[config.mk]
export PLATFORM = sky130hd
export DESIGN_NAME = aais_core
export DESIGN_NICKNAME = d
export VERILOG_FILES = /design/src/aais_pkg.sv /design/src/aais_add8.sv /design/src/aais_core.sv
export SDC_FILE = /design/constraint.sdc
export NUM_CORES = 1
export LEC_CHECK = 0
export BUFFER_PORTS_ARGS = -buffer_cell sky130_fd_sc_hd__buf_2
export CAP_MARGIN = 20
export CELL_PAD_IN_SITES_DETAIL_PLACEMENT = 1
export CELL_PAD_IN_SITES_GLOBAL_PLACEMENT = 2
export CORE_MARGIN = 2
export CORE_UTILIZATION = 41
export DETAILED_ROUTE_END_ITERATION = 16
export PLACE_DENSITY_LB_ADDON = 0.3
export SLEW_MARGIN = 20
export SYNTH_ARGS = -nofsm -noshare
export SYNTH_HDL_FRONTEND = slang
export SYNTH_SLANG_ARGS = --single-unit
[constraint.sdc]
create_clock -name I_REF_CLK -period 15.33 [get_ports I_REF_CLK]
set_clock_uncertainty 0.15 [all_clocks]
set_input_delay 3.066 -clock I_REF_CLK [delete_from_list [all_inputs] [get_ports I_REF_CLK]]
set_output_delay 3.066 -clock I_REF_CLK [all_outputs]
set_load 0.05 [all_outputs]
[src/aais_pkg.sv]
// Package with the register map, instruction fields, opcodes and states of the ALU block.
package aais_pkg;

  // Register byte addresses on the APB bus.
  localparam logic [7:0] ADDR_INSTR    = 8'h00;
  localparam logic [7:0] ADDR_ACC      = 8'h04;
  localparam logic [7:0] ADDR_STATUS   = 8'h08;
  localparam logic [7:0] ADDR_PC       = 8'h0C;
  localparam logic [7:0] ADDR_RETURN   = 8'h10;
  localparam logic [7:0] ADDR_REGS     = 8'h40;
  localparam logic [7:0] ADDR_REGS_END = 8'h7C;

  // Instruction word fields.
  localparam int unsigned OP_LSB   = 24;
  localparam int unsigned OP_MSB   = 28;
  localparam int unsigned BIT_LSB  = 16;
  localparam int unsigned BIT_MSB  = 18;
  localparam int unsigned TGT_MSB  = 12;
  localparam int unsigned OPER_MSB = 7;
  localparam int unsigned RIDX_MSB = 3;

  // Status register bit positions.
  localparam int unsigned SB_CARRY   = 0;
  localparam int unsigned SB_DIGIT   = 1;
  localparam int unsigned SB_ZERO    = 2;
  localparam int unsigned SB_OVER    = 3;
  localparam int unsigned SB_BUSY    = 8;
  localparam int unsigned SB_DISCARD = 9;

  // Reset values.
  localparam logic [7:0]  ACC_RST = 8'h00;
  localparam logic [12:0] PC_RST  = 13'h0000;

  // Opcodes carried in the instruction word.
  typedef enum logic [4:0] {
    OP_ADD_REG_TO_ACC       = 5'h00,
    OP_ADD_ACC_TO_REG       = 5'h01,
    OP_ADD_CARRY_TO_ACC     = 5'h02,
    OP_ADD_CARRY_TO_REG     = 5'h03,
    OP_ADD_LITERAL_TO_ACC   = 5'h04,
    OP_REVERSE_SUB_TO_ACC   = 5'h05,
    OP_REVERSE_SUB_TO_REG   = 5'h06,
    OP_REV_SUB_BORROW_ACC   = 5'h07,
    OP_REV_SUB_BORROW_REG   = 5'h08,
    OP_AND_REG_TO_ACC       = 5'h09,
    OP_AND_ACC_TO_REG       = 5'h0A,
    OP_AND_LITERAL_TO_ACC   = 5'h0B,
    OP_CALL                 = 5'h0C,
    OP_UNCONDITIONAL_JUMP   = 5'h0D,
    OP_ZERO_ACCUMULATOR     = 5'h0E,
    OP_ZERO_REGISTER        = 5'h0F,
    OP_ZERO_SINGLE_BIT      = 5'h10,
    OP_DECREMENT_TO_ACC     = 5'h11,
    OP_DECREMENT_IN_PLACE   = 5'h12,
    OP_INCREMENT_TO_ACC     = 5'h13,
    OP_INCREMENT_IN_PLACE   = 5'h14,
    OP_MOVE_REG_TO_ACC      = 5'h15,
    OP_MOVE_ACC_TO_REG      = 5'h16,
    OP_LOAD_LITERAL         = 5'h17
  } aais_op_type;

  // Sequencer states.
  typedef enum logic [2:0] {
    ST_IDLE  = 3'b001,
    ST_EXEC  = 3'b010,
    ST_FLUSH = 3'b100
  } aais_state_type;

endpackage : aais_pkg

[src/aais_add8.sv]
// Eight-bit adder with carry out of bit 7, carry out of bit 3 and signed overflow.
`timescale 1ns/1ns
`default_nettype none
module aais_add8 (
  input  wire logic [7:0] i_a,
  input  wire logic [7:0] i_b,
  input  wire logic       i_cin,
  output logic      [7:0] o_sum,
  output logic            o_c7,
  output logic            o_c3,
  output logic            o_ovf
);

  logic [4:0] lo_sum;
  logic [4:0] hi_sum;

  // Two nibble adds expose the carry between bit 3 and bit 4.
  assign lo_sum = {1'b0, i_a[3:0]} + {1'b0, i_b[3:0]} + {4'h0, i_cin};
  assign hi_sum = {1'b0, i_a[7:4]} + {1'b0, i_b[7:4]} + {4'h0, lo_sum[4]};
  assign o_sum  = {hi_sum[3:0], lo_sum[3:0]};
  assign o_c7   = hi_sum[4];
  assign o_c3   = lo_sum[4];
  // Overflow when both operands share a sign that the sum does not.
  assign o_ovf  = (i_a[7] == i_b[7]) && (o_sum[7] != i_a[7]);

endmodule : aais_add8
`default_nettype wire

[src/aais_core.sv]
// Accumulator ALU executing an instruction subset, with an APB register interface.
//
// Added by the designer: the address map and register access over APB.
`timescale 1ns/1ns
`default_nettype none
module aais_core
  import aais_pkg::*;
(
  input  wire logic        I_REF_CLK,
  input  wire logic        I_RSTN,
  input  wire logic        I_PSEL,
  input  wire logic        I_PENABLE,
  input  wire logic        I_PWRITE,
  input  wire logic [7:0]  I_PADDR,
  input  wire logic [31:0] I_PWDATA,
  output logic      [31:0] O_PRDATA,
  output logic             O_PREADY,
  output logic             O_PSLVERR
);

  // Whole state of the block.
  typedef struct packed {
    aais_state_type  state;
    logic [7:0]      acc;
    logic [12:0]     pc;
    logic [12:0]     ret;
    logic            carry;
    logic            digit;
    logic            zero;
    logic            over;
    logic            discard;
    logic [31:0]     instr;
    logic [31:0]     rdata;
    logic [15:0][7:0] regs;
  } aais_regs_type;

  localparam aais_regs_type REGS_RST = '{state: ST_IDLE, acc: ACC_RST, pc: PC_RST, default: '0};

  aais_regs_type q_r;
  aais_regs_type q_nxt;

  logic        busy, exec, mapped, is_reg_addr, wr_fire;
  logic [3:0]  ridx, pidx;
  logic [7:0]  rval, lit, add_b, add_sum;
  logic [2:0]  bsel;
  logic [12:0] target;
  aais_op_type op;
  logic        add_cin, add_c7, add_c3, add_ovf, is_arith;
  logic [31:0] rd_val;

  // Instruction field extraction and operand fetch.
  assign busy   = (q_r.state != ST_IDLE);
  assign exec   = (q_r.state == ST_EXEC);
  assign op     = aais_op_type'(q_r.instr[OP_MSB:OP_LSB]);
  assign ridx   = q_r.instr[RIDX_MSB:0];
  assign lit    = q_r.instr[OPER_MSB:0];
  assign bsel   = q_r.instr[BIT_MSB:BIT_LSB];
  assign target = q_r.instr[TGT_MSB:0];
  assign rval   = q_r.regs[ridx];
  assign pidx   = I_PADDR[5:2];

  // APB decode; writes stall while an instruction is in flight.
  assign is_reg_addr = (I_PADDR >= ADDR_REGS) && (I_PADDR <= ADDR_REGS_END);
  assign mapped      = (I_PADDR[1:0] == 2'h0) &&
                       (is_reg_addr || I_PADDR == ADDR_INSTR || I_PADDR == ADDR_ACC ||
                        I_PADDR == ADDR_STATUS || I_PADDR == ADDR_PC ||
                        I_PADDR == ADDR_RETURN);
  assign O_PREADY    = ~(I_PWRITE && busy);
  assign O_PSLVERR   = I_PSEL && I_PENABLE && O_PREADY && !mapped;
  assign wr_fire     = I_PSEL && I_PENABLE && I_PWRITE && !busy && mapped;
  assign O_PRDATA    = q_r.rdata;

  // Adder operand selection for add, carry-add and reverse-subtract forms.
  always_comb begin
    add_b    = rval;
    add_cin  = 1'b0;
    is_arith = 1'b1;
    unique case (op)
      OP_ADD_REG_TO_ACC, OP_ADD_ACC_TO_REG: add_cin = 1'b0;
      OP_ADD_CARRY_TO_ACC, OP_ADD_CARRY_TO_REG: add_cin = q_r.carry;
      OP_ADD_LITERAL_TO_ACC: add_b = lit;
      OP_REVERSE_SUB_TO_ACC, OP_REVERSE_SUB_TO_REG: begin
        add_b   = ~rval;
        add_cin = 1'b1;
      end
      OP_REV_SUB_BORROW_ACC, OP_REV_SUB_BORROW_REG: begin
        add_b   = ~rval;
        add_cin = ~q_r.carry;
      end
      default: is_arith = 1'b0;
    endcase
  end

  aais_add8 u_add (
    .i_a   (q_r.acc),
    .i_b   (add_b),
    .i_cin (add_cin),
    .o_sum (add_sum),
    .o_c7  (add_c7),
    .o_c3  (add_c3),
    .o_ovf (add_ovf)
  );

  // Read data mux for the register map.
  always_comb begin
    rd_val = 32'h0000_0000;
    if (is_reg_addr) begin
      rd_val[7:0] = q_r.regs[pidx];
    end else begin
      unique case (I_PADDR)
        ADDR_INSTR:  rd_val = q_r.instr;
        ADDR_ACC:    rd_val[7:0] = q_r.acc;
        ADDR_PC:     rd_val[12:0] = q_r.pc;
        ADDR_RETURN: rd_val[12:0] = q_r.ret;
        ADDR_STATUS: begin
          rd_val[SB_CARRY]   = q_r.carry;
          rd_val[SB_DIGIT]   = q_r.digit;
          rd_val[SB_ZERO]    = q_r.zero;
          rd_val[SB_OVER]    = q_r.over;
          rd_val[SB_BUSY]    = busy;
          rd_val[SB_DISCARD] = q_r.discard;
        end
        default:     rd_val = 32'h0000_0000;
      endcase
    end
  end

  // Next-state logic: bus writes, sequencing and instruction execution.
  always_comb begin
    q_nxt = q_r;
    if (I_PSEL && !I_PENABLE) q_nxt.rdata = rd_val;
    if (wr_fire) begin
      if (is_reg_addr) begin
        q_nxt.regs[pidx] = I_PWDATA[7:0];
      end else begin
        unique case (I_PADDR)
          ADDR_INSTR: begin
            q_nxt.instr   = I_PWDATA;
            q_nxt.discard = 1'b0;
            q_nxt.state   = ST_EXEC;
          end
          ADDR_ACC:    q_nxt.acc = I_PWDATA[7:0];
          ADDR_PC:     q_nxt.pc = I_PWDATA[12:0];
          ADDR_STATUS: begin
            q_nxt.carry = I_PWDATA[SB_CARRY];
            q_nxt.digit = I_PWDATA[SB_DIGIT];
            q_nxt.zero  = I_PWDATA[SB_ZERO];
            q_nxt.over  = I_PWDATA[SB_OVER];
          end
          default:     q_nxt.ret = q_r.ret;
        endcase
      end
    end
    unique case (q_r.state)
      ST_IDLE: q_nxt.discard = q_nxt.discard;
      ST_EXEC: begin
        q_nxt.state = ST_IDLE;
        q_nxt.pc    = 13'(q_r.pc + 13'h0001);
        if (is_arith) begin
          q_nxt.carry = add_c7;
          q_nxt.digit = add_c3;
          q_nxt.over  = add_ovf;
          q_nxt.zero  = (add_sum == 8'h00);
        end
        unique case (op)
          OP_ADD_REG_TO_ACC, OP_ADD_CARRY_TO_ACC, OP_REVERSE_SUB_TO_ACC,
          OP_REV_SUB_BORROW_ACC: q_nxt.acc = add_sum;
          OP_ADD_ACC_TO_REG, OP_ADD_CARRY_TO_REG, OP_REVERSE_SUB_TO_REG,
          OP_REV_SUB_BORROW_REG: q_nxt.regs[ridx] = add_sum;
          OP_ADD_LITERAL_TO_ACC: q_nxt.acc = add_sum;
          OP_AND_REG_TO_ACC: begin
            q_nxt.acc  = q_r.acc & rval;
            q_nxt.zero = ((q_r.acc & rval) == 8'h00);
          end
          OP_AND_ACC_TO_REG: begin
            q_nxt.regs[ridx] = q_r.acc & rval;
            q_nxt.zero       = ((q_r.acc & rval) == 8'h00);
          end
          OP_AND_LITERAL_TO_ACC: begin
            q_nxt.acc  = q_r.acc & lit;
            q_nxt.zero = ((q_r.acc & lit) == 8'h00);
          end
          OP_CALL: begin
            q_nxt.ret   = 13'(q_r.pc + 13'h0001);
            q_nxt.pc    = target;
            q_nxt.state = ST_FLUSH;
          end
          OP_UNCONDITIONAL_JUMP: begin
            q_nxt.pc    = target;
            q_nxt.state = ST_FLUSH;
          end
          OP_ZERO_ACCUMULATOR: begin
            q_nxt.acc  = 8'h00;
            q_nxt.zero = 1'b1;
          end
          OP_ZERO_REGISTER: begin
            q_nxt.regs[ridx] = 8'h00;
            q_nxt.zero       = 1'b1;
          end
          OP_ZERO_SINGLE_BIT: q_nxt.regs[ridx][bsel] = 1'b0;
          OP_DECREMENT_TO_ACC: begin
            q_nxt.acc  = 8'(rval - 8'h01);
            q_nxt.zero = (rval == 8'h01);
          end
          OP_DECREMENT_IN_PLACE: begin
            q_nxt.regs[ridx] = 8'(rval - 8'h01);
            q_nxt.zero       = (rval == 8'h01);
          end
          OP_INCREMENT_TO_ACC: begin
            q_nxt.acc  = 8'(rval + 8'h01);
            q_nxt.zero = (rval == 8'hFF);
          end
          OP_INCREMENT_IN_PLACE: begin
            q_nxt.regs[ridx] = 8'(rval + 8'h01);
            q_nxt.zero       = (rval == 8'hFF);
          end
          OP_MOVE_REG_TO_ACC: begin
            q_nxt.acc  = rval;
            q_nxt.zero = (rval == 8'h00);
          end
          OP_MOVE_ACC_TO_REG: q_nxt.regs[ridx] = q_r.acc;
          OP_LOAD_LITERAL: q_nxt.acc = lit;
          default: q_nxt.acc = q_r.acc;
        endcase
      end
      ST_FLUSH: begin
        q_nxt.discard = 1'b1;
        q_nxt.state   = ST_IDLE;
      end
      default: q_nxt.state = ST_IDLE;
    endcase
  end

  // State register with synchronous reset.
  always_ff @(posedge I_REF_CLK) begin
    if (!I_RSTN) begin
      q_r <= REGS_RST;
    end else begin
      q_r <= q_nxt;
    end
  end

  // Checks of the executed results.
  AST_ADD_ACC: assert property (@(posedge I_REF_CLK) disable iff (!I_RSTN)
    exec && op == OP_ADD_REG_TO_ACC |=> q_r.acc == 8'($past(q_r.acc) + $past(rval))
      && q_r.state == ST_IDLE)
    else $error("Add to accumulator result or timing wrong");

  AST_ADDC_REG: assert property (@(posedge I_REF_CLK) disable iff (!I_RSTN)
    exec && op == OP_ADD_CARRY_TO_REG |=>
      q_r.regs[$past(ridx)] == 8'($past(q_r.acc) + $past(rval) + {7'h00, $past(q_r.carry)}))
    else $error("Add with carry to register wrong");

  AST_ADD_LIT: assert property (@(posedge I_REF_CLK) disable iff (!I_RSTN)
    exec && op == OP_ADD_LITERAL_TO_ACC |=> q_r.acc == 8'($past(q_r.acc) + $past(lit)))
    else $error("Add literal wrong");

  AST_ARITH_FLAGS: assert property (@(posedge I_REF_CLK) disable iff (!I_RSTN)
    exec && is_arith |=> q_r.carry == $past(add_c7) && q_r.digit == $past(add_c3)
      && q_r.zero == ($past(add_sum) == 8'h00) && q_r.over == $past(add_ovf))
    else $error("Arithmetic flags not updated");

  AST_RSUB: assert property (@(posedge I_REF_CLK) disable iff (!I_RSTN)
    exec && op == OP_REVERSE_SUB_TO_ACC |=> q_r.acc == 8'($past(q_r.acc) - $past(rval)))
    else $error("Reverse subtract wrong");

  AST_RSUB_BORROW: assert property (@(posedge I_REF_CLK) disable iff (!I_RSTN)
    exec && op == OP_REV_SUB_BORROW_ACC |=>
      q_r.acc == 8'($past(q_r.acc) - $past(rval) - {7'h00, $past(q_r.carry)}))
    else $error("Reverse subtract with borrow wrong");

  AST_AND_FLAGS: assert property (@(posedge I_REF_CLK) disable iff (!I_RSTN)
    exec && (op == OP_AND_REG_TO_ACC || op == OP_AND_ACC_TO_REG) |=>
      $stable(q_r.carry) && $stable(q_r.digit) && $stable(q_r.over))
    else $error("AND changed a flag other than zero");

  AST_CALL: assert property (@(posedge I_REF_CLK) disable iff (!I_RSTN)
    exec && op == OP_CALL |=> q_r.pc == $past(target) && q_r.ret == 13'($past(q_r.pc) + 13'h0001)
      && q_r.state == ST_FLUSH ##1 q_r.state == ST_IDLE)
    else $error("Call target, return or cycle count wrong");

  AST_JUMP: assert property (@(posedge I_REF_CLK) disable iff (!I_RSTN)
    exec && op == OP_UNCONDITIONAL_JUMP |=> $stable(q_r.carry) && $stable(q_r.zero)
      && q_r.pc == $past(target) ##1 q_r.state == ST_IDLE && q_r.discard)
    else $error("Jump wrong");

  AST_INC_ZERO: assert property (@(posedge I_REF_CLK) disable iff (!I_RSTN)
    exec && op == OP_INCREMENT_TO_ACC |=> q_r.acc == 8'($past(rval) + 8'h01)
      && q_r.zero == (q_r.acc == 8'h00) && $stable(q_r.carry))
    else $error("Increment wrong");

  AST_FLUSH: assert property (@(posedge I_REF_CLK) disable iff (!I_RSTN)
    q_r.state == ST_FLUSH |=> $stable(q_r.pc) && $stable(q_r.acc) && q_r.discard)
    else $error("Discard cycle altered state");

endmodule : aais_core
`default_nettype wire

---- Word level (Yosys, flattened, before mapping) ----
Index checks and enable logic that the tools add are counted.
storage, ports and cells
  output and inout bits ................... 34
  logic and storage cells ................. 191
  flip-flop bits (word level) ............. 234
  input port bits ......................... 45
operators by class
  $add $sub $neg .......................... 7
  magnitude comparators ................... 8
  reductions and logical operators ........ 50
  bitwise logic cells ..................... 10
  equal/unequal tests ..................... 41
  multiplexer cells ....................... 48
operator list
  operator              count
  $pmux W128 S7         1
  $bwmux W128           6
  $mux W128             3
  $and A128 B128 Y128   2
  $not A128 Y128        2
  $mux W74              2
  $demux W8 S4          3
  $pmux W8 S9           1
  $bmux W8 S4           2
  $mux W8               7
  $eq A5 B4 Y1 const B  8
  $eq A5 B5 Y1 const B  8
  $logic_not A8 Y1      5
  $mux W13              3
  $mux W38              1
  $mux W33              1
  $mux W24              1
  $eq A5 B3 Y1 const B  4
  $pmux W4 S5           1
  $mux W19              1
  $and A8 B8 Y8         2
  $eq A8 B4 Y1 const B  2
  $pmux W4 S4           1
  $pmux W8 S2           1
  other kinds (49)      96

---- Depth between registers and ports, before layout ----
Gate-level depths: netlist of run 1.
  depth in word-level cells ............... 13
  gate-level depth with buffers ........... 24
  depth with buffers taken out ............ 20

---- By module ----
A second synthesis of run 1 with hierarchy kept.
second synthesis, totals
  cell total of the unflattened synthesis .. 2147
  area total of the unflattened synthesis .. 17128.9 sq um
by module, submodules not included
  module     instances  area each (sq um)  cells an instance  seq. area each (sq um)
  aais_core  1          16803.6            2108               4684.5
  aais_add8  1          325.3              39                 0.0

---- Worst setup path after synthesis of run 1 ----
Ideal clock, no wire load.
  kind .................................... input to output
  from .................................... input I_PADDR[3]
  to ...................................... output O_PSLVERR
  path buffers ............................ 1
  path slack .............................. 8038 ps
  cell stages on the path ................. 5
  required time ........................... 12114 ps
  arrival time ............................ 4076 ps
  cells stage by stage .................... or2_2 -> clkbuf_1 -> a21oi_1 -> o21ai_0 -> and4_1
on the way
  cells in the longest elaborated chain, start to end .. 10
ends and longest elaborated chain
  what                                                 RTL line         source
  from (decl)                                          aais_core.sv:14  input wire logic [7:0] I_PADDR,
  $ge A8 B7 Y1 / $le A8 B7 Y1 (equally long branches)  aais_core.sv:63  assign is_reg_addr = (I_PADDR >= ADDR_REGS) && (I_PADDR <= ADDR_REGS_END);
  $logic_and A1 B1 Y1                                  aais_core.sv:63
  $logic_or A1 B1 Y1 (3 in a row)                      aais_core.sv:65  (is_reg_addr || I_PADDR == ADDR_INSTR || I_PADDR == ADDR_ACC ||
  $logic_or A1 B1 Y1                                   aais_core.sv:66  I_PADDR == ADDR_STATUS || I_PADDR == ADDR_PC ||
  $logic_or A1 B1 Y1 (*)                               aais_core.sv:66
  $logic_and A1 B1 Y1 (*)                              aais_core.sv:64  assign mapped = (I_PADDR[1:0] == 2'h0) &&
  $logic_not A1 Y1 (*)                                 aais_core.sv:69  assign O_PSLVERR = I_PSEL && I_PENABLE && O_PREADY && !mapped;
  $logic_and A1 B1 Y1 (*)                              aais_core.sv:69
  to (decl)                                            aais_core.sv:18  output logic O_PSLVERR
Mark *: on every way between the ends. The rest lies on a longest branch, timed or not.

---- Worst setup path after layout of run 1 ----
  from .................................... input I_PADDR[2]
  to ...................................... output O_PSLVERR
The elaborated chain is that of the path after synthesis.

==> out/results.ini, run 1 <==
[setup_path]
path_max_fanout=47
crit_arrival_ns=4.84
worstRegToRegCells=20
crit_required_ns=12.11
crit_type=in2out
cp-start-kind=input pin
crit_path_end_kind=primary output

[detailed_routing]
ant_nets=0
drt-total-wl_mm=75.3
route.detailed.drc=0
vias=17467
drt-wirelength-per-cell_microns=29.7
drt_iter0_markers=2007
viasPerCell=6.88
dr.pass1.iters=6

[clock_network]
htree_levels=1
clk_pin_slew_ns=0.06
post_cts_buffers=0
root_buffer=clkbuf_16
cts_resized=0
numCtsBuffers=29
cts_tree=built
numClockSinks=234
clock_path_buffers=3
clkLatencyLatePin_ns=0.60
hold_buffers=0

[logic_synthesis]
synthMuxAreaShare_pct=17.6
synth_xor_area_share_pct=1.07
async_reset_ff_share_pct=0
syn_avg_cell_area_sq_um=8.02
synth_compound_area_share_pct=27.2
synth.area.top_cells=dfxtp_1 (29%), mux4_2 (10%), mux2i_1 (6.9%), a21oi_1 (6.8%), nand2_1 (6.4%)
ys.flop_type=dfxtp_1
synth_top_area_share_pct=28.6
synth_area_sq_um=16400
synth.yosys.seq_area_share_pct=28.6
synthCells=2043
ys_types=79
ys_ff_latch=234
synth_top_family_by_area=compound AO/OA/AOI/OAI gates
yosys.area_share.simple_pct=17.9
synth_area_leader_cell=dfxtp_1
yosys_warnings=0
synth-edff-count=0
synthAdderAreaFrac_pct=1.33
syn_nets=2103

[die]
pin_count=79
die_x_microns=204
dieArea_sq_um=41600
coreArea_sq_um=39500
rows=73
initial_core_util_pct=41.4
fp.dieH_microns=204

[flow_run]
cap_violations=0

[cells_and_area]
fin_nets=2052
area_growth_pct=9.20
drive_above_1_share_pct=14.7
fill_cells=4794
antenna_cells=0

[global_route]
grt_pass1_vias=17452
grt_pass1_wl_mm=112
grt_overflow=0
grt_max_degree=89
grt_antenna_before_repair=0
grtUsageTotal_pct=35.7

[sta]
clock.fmax_mhz=124
rsz0062_at_grt=false
finalSetupTns_ns=0
maxSlewViolCount=0
worst_pin_slew_ns=1.17
min_period_ns=8.06
max_slew_margin_pct=21.4
setup_viol=0
min_period_over_period_pct=52.6
worst_slack_ns=7.27
final-hold-violation-count=0

[hold_path]
holdPathStages=2
holdCritPathClass=reg2reg

[placed_design]
gp_congestion=0.974
dp_hpwl_mm=52.5
portBuffers=78
dpl_worst_slack_ns=7.24

[power]
power_per_cell_area_nw_per_um2=79.0
p_leak_nw=6.31
ir_drop_mv=0.0758

[status]
status=complete, no violations

==> metal layers <==
layer / global-route usage, % / up-vias / part of all wire (%)
met4: 19.8 / 0 / 5.9
met5: 0 / - / 0
met1: 46.2 / 8729 / 40
li1: - / 7475 / -
met3: 4.91 / 264 / 8.5
met2: 57.6 / 999 / 46
==> path summary, 6_finish.rpt <==
kind	from	end	slack, ns
setup / recovery	I_PADDR[2]	O_PSLVERR	7.27
setup reg to reg	lit[0]	q_r[86]	8.01
hold reg to reg	O_PRDATA[23]	O_PRDATA[23]	0.30
hold / removal	O_PRDATA[23]	O_PRDATA[23]	0.30
==> cell usage after synthesis (11+ instances only) <==
cell,n
o21ai_0,141
a22oi_1,23
a221o_1,33
mux2i_1,113
o22ai_1,25
inv_1,15
buf_2,12
nand2b_1,18
nor2_1,210
mux4_2,74
o21ai_1,14
nand3_1,50
dfxtp_1,234
a211oi_1,46
a311o_1,15
nand2_1,279
nor2b_1,13
ha_1,11
o2bb2ai_1,12
a21oi_1,221
clkbuf_1,140
buf_4,37
a21o_1,20
buf_1,11
o21a_1,15
a221oi_1,25
nor3_1,35
a22o_1,13
a31oi_1,20
==> flip-flops by register name, indices dropped and copies added, names as in the netlist <==
signal / flops
lit: 8
op: 5
q_r: 186
O_PRDATA: 32
bsel: 3
==> layout by cell type, fill, tap and decap left out, drive strengths merged, types with 10 or more instances in the layout <==
cell / instances
nand2: 279
dfxtp: 234
a21oi: 222
nor2: 213
o21ai: 155
buf: 122
mux2i: 113
mux4: 74
nand3: 50
a211oi: 46
clkbuf: 38
nor3: 36
a221o: 33
a221oi: 28
o22ai: 25
a22oi: 23
a21o: 20
a31oi: 20
nand2b: 18
inv: 16
o21a: 15
a311o: 15
a22o: 13
nor2b: 13
o2bb2ai: 12
ha: 11
xnor2: 10
xor2: 10
==> per-stage QoR <==
| step | cell area, sq um | utilization, % | cells | hold slack, ns | total power, W |
|---|---|---|---|---|---|
| 6_report | 17900 | 45.2 | 2539 | 0.299 | 0.00141 |
| 2_1_floorplan | 16400 | - | 2043 | 0.282 | 0.000665 |
| 5_1_grt | 17900 | 45.2 | 2539 | 0.322 | 0.00144 |
| 4_1_cts | 17900 | 45.2 | 2538 | 0.306 | 0.00142 |
| 3_3_place_gp | 16900 | 42.6 | 2485 | 0.284 | 0.000688 |
| 3_5_place_dp | 16900 | 42.6 | 2485 | 0.298 | 0.000688 |
==> logic make-up (layout without fill, tap and decap cells) <==
logic type               after synthesis  count (layout)
AND/OR/NAND/NOR                      672             672
multiplexers                         195             195
flip-flops                           234             234
XOR/XNOR                              20              20
buffers and inverters                220             191
AO/OA/AOI/OAI                        687             687
adder cells (fa/ha/maj)               15              15
==> report_power, final <==
group / total (W) / internal, W / switching (W)
Sequential: 0.000611 / 0.000610 / 0.00000112
Combinational: 0.0000653 / 0.0000152 / 0.0000501
Clock: 0.000737 / 0.000431 / 0.000306
==> worst max-delay path: stages <==
cell and delay (ns):
buf_2 0.08, buf_4 0.65, or2_2 0.30, a21oi_1 0.10, o21ai_0 0.18, and4_1 0.20, buf_2 0.25
==> cell type report <==
class                           instances  area, sq um  share of cell area (%)
Clock buffer                           38          830                    4.64
Inverter                               16         65.1                   0.364
Clock inverter                         15          173                   0.965
Sequential cell                       234         4690                    26.2
Tap cell                              525          657                    3.67
Multi-Input combinational cell       1589        10800                    60.1
Timing Repair Buffer                  122          724                    4.05
No activity file was read; power rests on OpenSTA's default activity.
==> run 2: changes to the inputs <==
--- a/config.mk
+++ b/config.mk
@@ -10,7 +10,7 @@
 export CELL_PAD_IN_SITES_DETAIL_PLACEMENT = 1
 export CELL_PAD_IN_SITES_GLOBAL_PLACEMENT = 2
 export CORE_MARGIN = 2
-export CORE_UTILIZATION = 41
+export CORE_UTILIZATION = 34
 export DETAILED_ROUTE_END_ITERATION = 16
 export PLACE_DENSITY_LB_ADDON = 0.3
 export SLEW_MARGIN = 20
==> constraint.sdc (replaced) <==
create_clock -name I_REF_CLK -period 6.6 [get_ports I_REF_CLK]
set_clock_uncertainty 0.15 [all_clocks]
set_input_delay 1.32 -clock I_REF_CLK [delete_from_list [all_inputs] [get_ports I_REF_CLK]]
set_output_delay 1.32 -clock I_REF_CLK [all_outputs]
set_load 0.05 [all_outputs]
==> run 2 against run 1 <==
Sequential power grew 130%. Register-to-register slack lost 7.6 ns. Non-clock buffer count rose by 33. Flip-flop and latch count did not move. Clock-buffer cell count is 2 higher. First-iteration DRC count fell by 14%. Final cell count up 4.9%. Combinational power grew 130%. Design area up 2.2%. Via count is the same. Largest cell class unchanged.
==> out/results.ini, run 2 (same netlist as run 1, synthesis figures left out) <==
[detailed_routing]
dr.pass1.iters=6  ; unchanged
drt-total-wl_mm=80.5  ; was 75.3 mm
viasPerCell=6.56  ; was 6.88
vias=17467  ; unchanged
drt-wirelength-per-cell_microns=30.2  ; was 29.7 microns
ant_nets=0  ; unchanged
drt_iter0_markers=1724  ; was 2007
route.detailed.drc=0  ; unchanged

[clock_network]
root_buffer=clkbuf_16  ; unchanged
clkLatencyLatePin_ns=0.60  ; about the same
hold_buffers=0  ; unchanged
cts_resized=0  ; unchanged
htree_levels=1  ; unchanged
clk_pin_slew_ns=0.06  ; about the same
clock_path_buffers=3  ; unchanged
cts_tree=built  ; unchanged
numClockSinks=234  ; unchanged
numCtsBuffers=30  ; was 29
post_cts_buffers=0  ; unchanged

[cells_and_area]
antenna_cells=0  ; unchanged
fin_nets=2086  ; was 2052
area_growth_pct=11.6  ; was 9.20%
regMostFlops=q_r  ; unchanged
drive_above_1_share_pct=16.1  ; was 14.7%
final_cell_mix=nand2_1 (278), dfxtp_1 (232), a21oi_1 (220)  ; was nand2_1 (279), dfxtp_1 (232), a21oi_1 (219)
largest_reg_flops=186  ; unchanged
fin_area_sq_um=18300  ; was 17900 sq um
layout_commonest_cell=nand2_1  ; unchanged
fin_util_pct=38.4  ; was 45.2%

[power]
power_per_cell_area_nw_per_um2=184  ; was 79.0 nW/um^2
p_leak_nw=6.51  ; was 6.31 nW
ir_drop_mv=0.185  ; was 0.0758 mV

[placed_design]
gp_congestion=0.961  ; was 0.974
dp_hpwl_mm=57.4  ; was 52.5 mm
place_area_sq_um=17200  ; was 16900 sq um
portBuffers=78  ; unchanged

[global_route]
grt_pass1_wl_mm=119  ; was 112 mm
grt_pass1_vias=17513  ; was 17452
grtUsageTotal_pct=31.6  ; was 35.7%
grt_max_degree=114  ; was 89
grt_antenna_before_repair=1  ; was 0
grt_overflow=0  ; unchanged

[hold_path]
hp-start=O_PRDATA[13]  ; was O_PRDATA[23]
holdPathStages=2  ; unchanged
hold_end=O_PRDATA[13]  ; was O_PRDATA[23]
holdCritPathClass=reg2reg  ; unchanged

[sta]
worst_pin_slew_ns=1.03  ; was 1.17 ns
clock.fmax_mhz=161
setup_viol=0  ; unchanged
maxSlewViolCount=0  ; unchanged
min_period_over_period_pct=94.1
final-hold-violation-count=0  ; unchanged
rsz0062_at_grt=false  ; unchanged
max_slew_margin_pct=30.9  ; was 21.4%
min_period_ns=6.21
finalSetupTns_ns=0  ; unchanged

[setup_path]
reg2reg_from=lit[0]  ; unchanged
rr_endpoint=q_r[6]  ; was q_r[86]
crit_type=reg2reg  ; was in2out
startpoint=lit[0]  ; was I_PADDR[2]
worstRegToRegCells=18  ; was 20
r2r_slack_ns=0.39  ; was 8.01 ns
crit_path_end_kind=register  ; was primary output
path_max_fanout=13  ; was 47
crit_arrival_ns=6.53  ; was 4.84 ns
cp-start-kind=register  ; was input pin
crit_required_ns=6.91  ; was 12.11 ns

[die]
initial_core_util_pct=34.4  ; was 41.4%
fp.dieH_microns=224  ; was 204 microns
rows=80  ; was 73
die_x_microns=224  ; was 204 microns
dieArea_sq_um=50000  ; was 41600 sq um
pin_count=79  ; unchanged
coreArea_sq_um=47600  ; was 39500 sq um

[flow_run]
cap_violations=0  ; unchanged

[status]
status=complete, no violations  ; unchanged

==> run 2: power breakdown <==
group | total (W) | switching [W] | internal [W]
sequential | 0.00142 | 0.00000217 | 0.00142
clock | 0.00180 | 0.000726 | 0.00108
combinational | 0.000152 | 0.000117 | 0.0000352
total | 0.00337 | 0.000844 | 0.00253
==> run 2: how the worst max path moves through the flow <==
stage | to | slack [ns]
detailed placement | q_r[102] | 0.35
global placement | q_r[86] | 0.50
floorplan | q_r[110] | 1.31
CTS | q_r[6] | 0.33
global route | q_r[78] | 0.03
finish | q_r[6] | 0.39
==> run 2: through the flow <==
step / hold WS [ns] / setup WS (ns) / cells / power [W]
floorplan: 0.282 / 1.31 / 2043 / 0.00155
global placement: 0.286 / 0.501 / 2609 / 0.00160
detailed placement: 0.292 / 0.353 / 2609 / 0.00160
CTS: 0.301 / 0.327 / 2664 / 0.00340
global route: 0.316 / 0.0344 / 2664 / 0.00344
finish: 0.297 / 0.388 / 2664 / 0.00337
==> run 2: routing by layer <==
metal / routed length, microns / GRT usage, % / part of all wire, % / up-vias
li1: - / - / - / 7575
met2: 36900 / 51.7 / 46 / 808
met1: 34000 / 41.6 / 42 / 8883
met5: 13 / 0 / 0.016 / -
met4: 4150 / 14.4 / 5.2 / 2
met3: 5400 / 4.14 / 6.7 / 199
==> run 2: cell type report <==
type                    instances  area [sq um]
fillers                      5722         29400
multi-input cells            1589         10700
repair buffers                155           968
inverters                      16          65.1
well taps                     615           769
flip-flops and latches        234          4690
clock buffers                  40           868
clock inverters                15           196
==> run 2: worst max-delay path, stage by stage (launching register included) <==
cell and delay, ns:
dfxtp_2 0.58, buf_4 0.36, mux4_2 0.57, a221oi_4 0.54, inv_1 0.25, nand2_1 0.11, nand2_1 0.09, fa_1 0.41
a21o_1 0.18, a21o_1 0.21, fa_1 0.45, fa_1 0.45, xnor2_1 0.28, o2bb2ai_1 0.11, a31oi_1 0.36, o21a_2 0.39
and2_1 0.31, a21oi_1 0.12, o2bb2ai_1 0.14
==> run 3: changes to the inputs <==
--- a/config.mk
+++ b/config.mk
@@ -16,4 +16,6 @@
 export SLEW_MARGIN = 20
 export SYNTH_ARGS = -nofsm -noshare
 export SYNTH_HDL_FRONTEND = slang
+export SYNTH_HIERARCHICAL = 1
 export SYNTH_SLANG_ARGS = --single-unit
+export TNS_END_PERCENT = 10
==> run 3 against run 2 <==
Final cell count increased by 5.6%. Critical path type unchanged. Critical endpoint is now q_r[123]. Hold slack improved by 0.0094 ns. Design area increased by 4.1%. Clock-buffer cell count increased by 2. Largest power group unchanged.
==> out/results.ini, run 3 <==
[power]
p_leak_nw=6.78  ; was 6.51 nW
ir_drop_mv=0.207  ; was 0.185 mV
p_sw_w=0.000834  ; was 0.000844 W
seq_power_share_pct=42.4  ; was 42.0%
comb_power_share_pct=4.6  ; was 4.5%
switching_share_pct=24.9  ; was 25.0%
power_per_cell_area_nw_per_um2=176  ; was 184 nW/um^2
clkPwrFrac_pct=53.1  ; was 53.5%
internal_power_w=0.00251  ; was 0.00253 W

[sta]
min_period_over_period_pct=91.8  ; was 94.1%
max_slew_margin_pct=20.8  ; was 30.9%
maxSlewViolCount=0  ; unchanged
clock.fmax_mhz=165  ; was 161 MHz
setup_viol=0  ; unchanged
worst_slack_ns=0.540  ; was 0.388 ns
min_period_ns=6.06  ; was 6.21 ns
final-hold-violation-count=0  ; unchanged
finalSetupTns_ns=0  ; unchanged
worst_pin_slew_ns=1.16  ; was 1.03 ns
rsz0062_at_grt=false  ; unchanged

[cells_and_area]
fill_cells=5986  ; was 5722
fin_nets=2180  ; was 2086
regMostFlops=q_r  ; unchanged
area_growth_pct=11.1  ; was 11.6%
largest_reg_flops=186  ; unchanged
drive_above_1_share_pct=16.1  ; about the same
final_cell_mix=nand2_1 (303), dfxtp_1 (232), nor2_1 (209)  ; was nand2_1 (278), dfxtp_1 (232), a21oi_1 (220)
fin_cells=2814  ; was 2664
layout_commonest_cell=nand2_1  ; unchanged
fin_util_pct=38.1  ; was 38.4%
antenna_cells=0  ; unchanged

[setup_path]
crit_arrival_ns=6.41  ; was 6.53 ns
crit_path_end_kind=register  ; unchanged
worst-path-buf-inv=3  ; was 2
worstPathCellList=buf_4 > mux4_2 > nand2_1 > and4_1 > inv_2 > a221o_1 > ha_1 > a21o_1 > a31oi_1 > xnor2_1 > inv_1 > o32ai_1 > or2_1 > mux2i_1 > nor4_1 > a221oi_4 > o31ai_1  ; was buf_4 > mux4_2 > a221oi_4 > inv_1 > nand2_1 > nand2_1 > fa_1 > a21o_1 > a21o_1 > fa_1 > fa_1 > xnor2_1 > o2bb2ai_1 > a31oi_1 > o21a_2 > and2_1 > a21oi_1 > o2bb2ai_1
crit_family=compound AO/OA/AOI/OAI gates  ; unchanged
cpPeakStageDelay_ns=0.66  ; was 0.58 ns
crit_required_ns=6.95  ; was 6.91 ns
cp-start-kind=register  ; unchanged
crit_type=reg2reg  ; unchanged
path_max_fanout=37  ; was 13
crit_slowest_cell=nor4_1  ; was dfxtp_2

[die]
fp.dieH_microns=228  ; was 224 microns
rows=82  ; was 80
coreArea_sq_um=50000  ; was 47600 sq um
die_x_microns=228  ; was 224 microns
pin_count=79  ; unchanged
initial_core_util_pct=34.3  ; was 34.4%
dieArea_sq_um=52200  ; was 50000 sq um

[logic_synthesis]
synthCells=2147  ; was 2043
syn_avg_cell_area_sq_um=7.98  ; was 8.02 sq um
ys_types=91  ; was 79
synth_area_leader_cell=dfxtp_1  ; unchanged
syn_nets=2207  ; was 2103
synth_area_sq_um=17100  ; was 16400 sq um
synth_top_area_share_pct=27.3  ; was 28.6%
ys.flop_type=dfxtp_1  ; unchanged
yosys_warnings=6  ; was 0
async_reset_ff_share_pct=0  ; unchanged
synth-edff-count=0  ; unchanged
synthTopCellsByCount=nand2_1 (303), dfxtp_1 (234), nor2_1 (210)  ; was nand2_1 (279), dfxtp_1 (234), a21oi_1 (221)
ys_ff_latch=234  ; unchanged
synth.area.top_cells=dfxtp_1 (27%), mux4_2 (8.9%), nand2_1 (6.6%), mux2i_1 (6.4%), a21oi_1 (5.9%)  ; was dfxtp_1 (29%), mux4_2 (10%), mux2i_1 (6.9%), a21oi_1 (6.8%), nand2_1 (6.4%)
yosysMostFrequentCell=nand2_1  ; unchanged
synth.yosys.seq_area_share_pct=27.3  ; was 28.6%

[clock_network]
cts_resized=0  ; unchanged
root_buffer=clkbuf_16  ; unchanged
numCtsBuffers=31  ; was 30
htree_levels=1  ; unchanged
post_cts_buffers=0  ; unchanged
clock_path_buffers=3  ; unchanged
cts_tree=built  ; unchanged
clk_pin_slew_ns=0.06  ; about the same
hold_buffers=0  ; unchanged
clkLatencyLatePin_ns=0.61  ; was 0.60 ns
numClockSinks=234  ; unchanged

[detailed_routing]
route.detailed.drc=0  ; unchanged
ant_nets=0  ; unchanged
vias=18072  ; was 17467
drt_iter0_markers=2072  ; was 1724
drt-total-wl_mm=81.2  ; was 80.5 mm
drt-wirelength-per-cell_microns=28.9  ; was 30.2 microns
viasPerCell=6.42  ; was 6.56
dr.pass1.iters=5  ; was 6

[global_route]
grt_pass1_vias=17951  ; was 17513
grtUsageTotal_pct=30.2  ; was 31.6%
grt_pass1_wl_mm=121  ; was 119 mm
grt_max_degree=68  ; was 114
grt_overflow=0  ; unchanged
grt_antenna_before_repair=1  ; unchanged

[status]
status=complete, no violations  ; unchanged

[placed_design]
gp_congestion=0.919  ; was 0.961
portBuffers=78  ; unchanged
dp.cells=2759  ; was 2609
dpl_worst_slack_ns=0.685  ; was 0.353 ns
dp_hpwl_mm=60.0  ; was 57.4 mm

[flow_run]
cap_violations=0  ; unchanged

[hold_path]
holdCritPathClass=reg2reg  ; unchanged

[run 3: final timing paths]
path	startpoint	slack (ns)	depth (start not counted)	endpoint
worst max register to register	lit[0]	0.54	17	q_r[123]
worst min register to register	q_r[182]	0.31	2	q_r[182]
worst min-delay path	q_r[182]	0.31	2	q_r[182]
worst max-delay path	lit[0]	0.54	17	q_r[123]
[run 3: stage by stage]
stage               hold slack, ns  area, sq um  power [W]
floorplan                    0.282        17100    0.00154
global placement             0.290        18000    0.00160
detailed placement           0.298        18000    0.00160
CTS                          0.307        19000    0.00337
global route                 0.323        19000    0.00344
finish                       0.307        19000    0.00335
[run 3: power groups by stage]
stage	registers (W)	logic [W]	clock network, W
3_5_place_dp	0.00145	0.000152	0
4_1_cts	0.00142	0.000152	0.00180
5_1_grt	0.00142	0.000161	0.00186
6_report	0.00142	0.000153	0.00178
3_3_place_gp	0.00145	0.000151	0
2_1_floorplan	0.00145	0.0000958	0
[run 3: tightest hold or removal path: stages, from the launching register on]
cell     delay (ns)
dfxtp_1        0.31
nand2_1        0.05
a21oi_1        0.05
[run 3: cells by family (layout without fill, tap and decap cells)]
kind of cell               Yosys count  after routing  share of synthesized area (%)
AOI/OAI and AO/OA                  712            712                           27.9
and+or+nand+nor                    707            707                           18.3
buffers and inverters              245            240                           6.42
DFF                                234            234                           27.3
muxes                              209            209                           17.5
xor gates and xnor gates            24             24                           1.23
adders and majority gates           16             16                           1.33
[run 3: routing by layer]
metal / track usage [%] / wire [microns]
met5: 0 / 13
met4: 9.52 / 2830
met3: 4.40 / 6160
met2: 48.1 / 36500
met1: 42.1 / 35700
[run 3: area by class of cell]
class,instances,area (sq um),share of cell area (%)
Clock inverter,13,158,0.828
Sequential cell,234,4690,24.6
Multi-Input combinational cell,1668,11400,59.7
Tap cell,672,841,4.42
Timing Repair Buffer,154,963,5.06
Clock buffer,42,897,4.71
Inverter,31,119,0.624
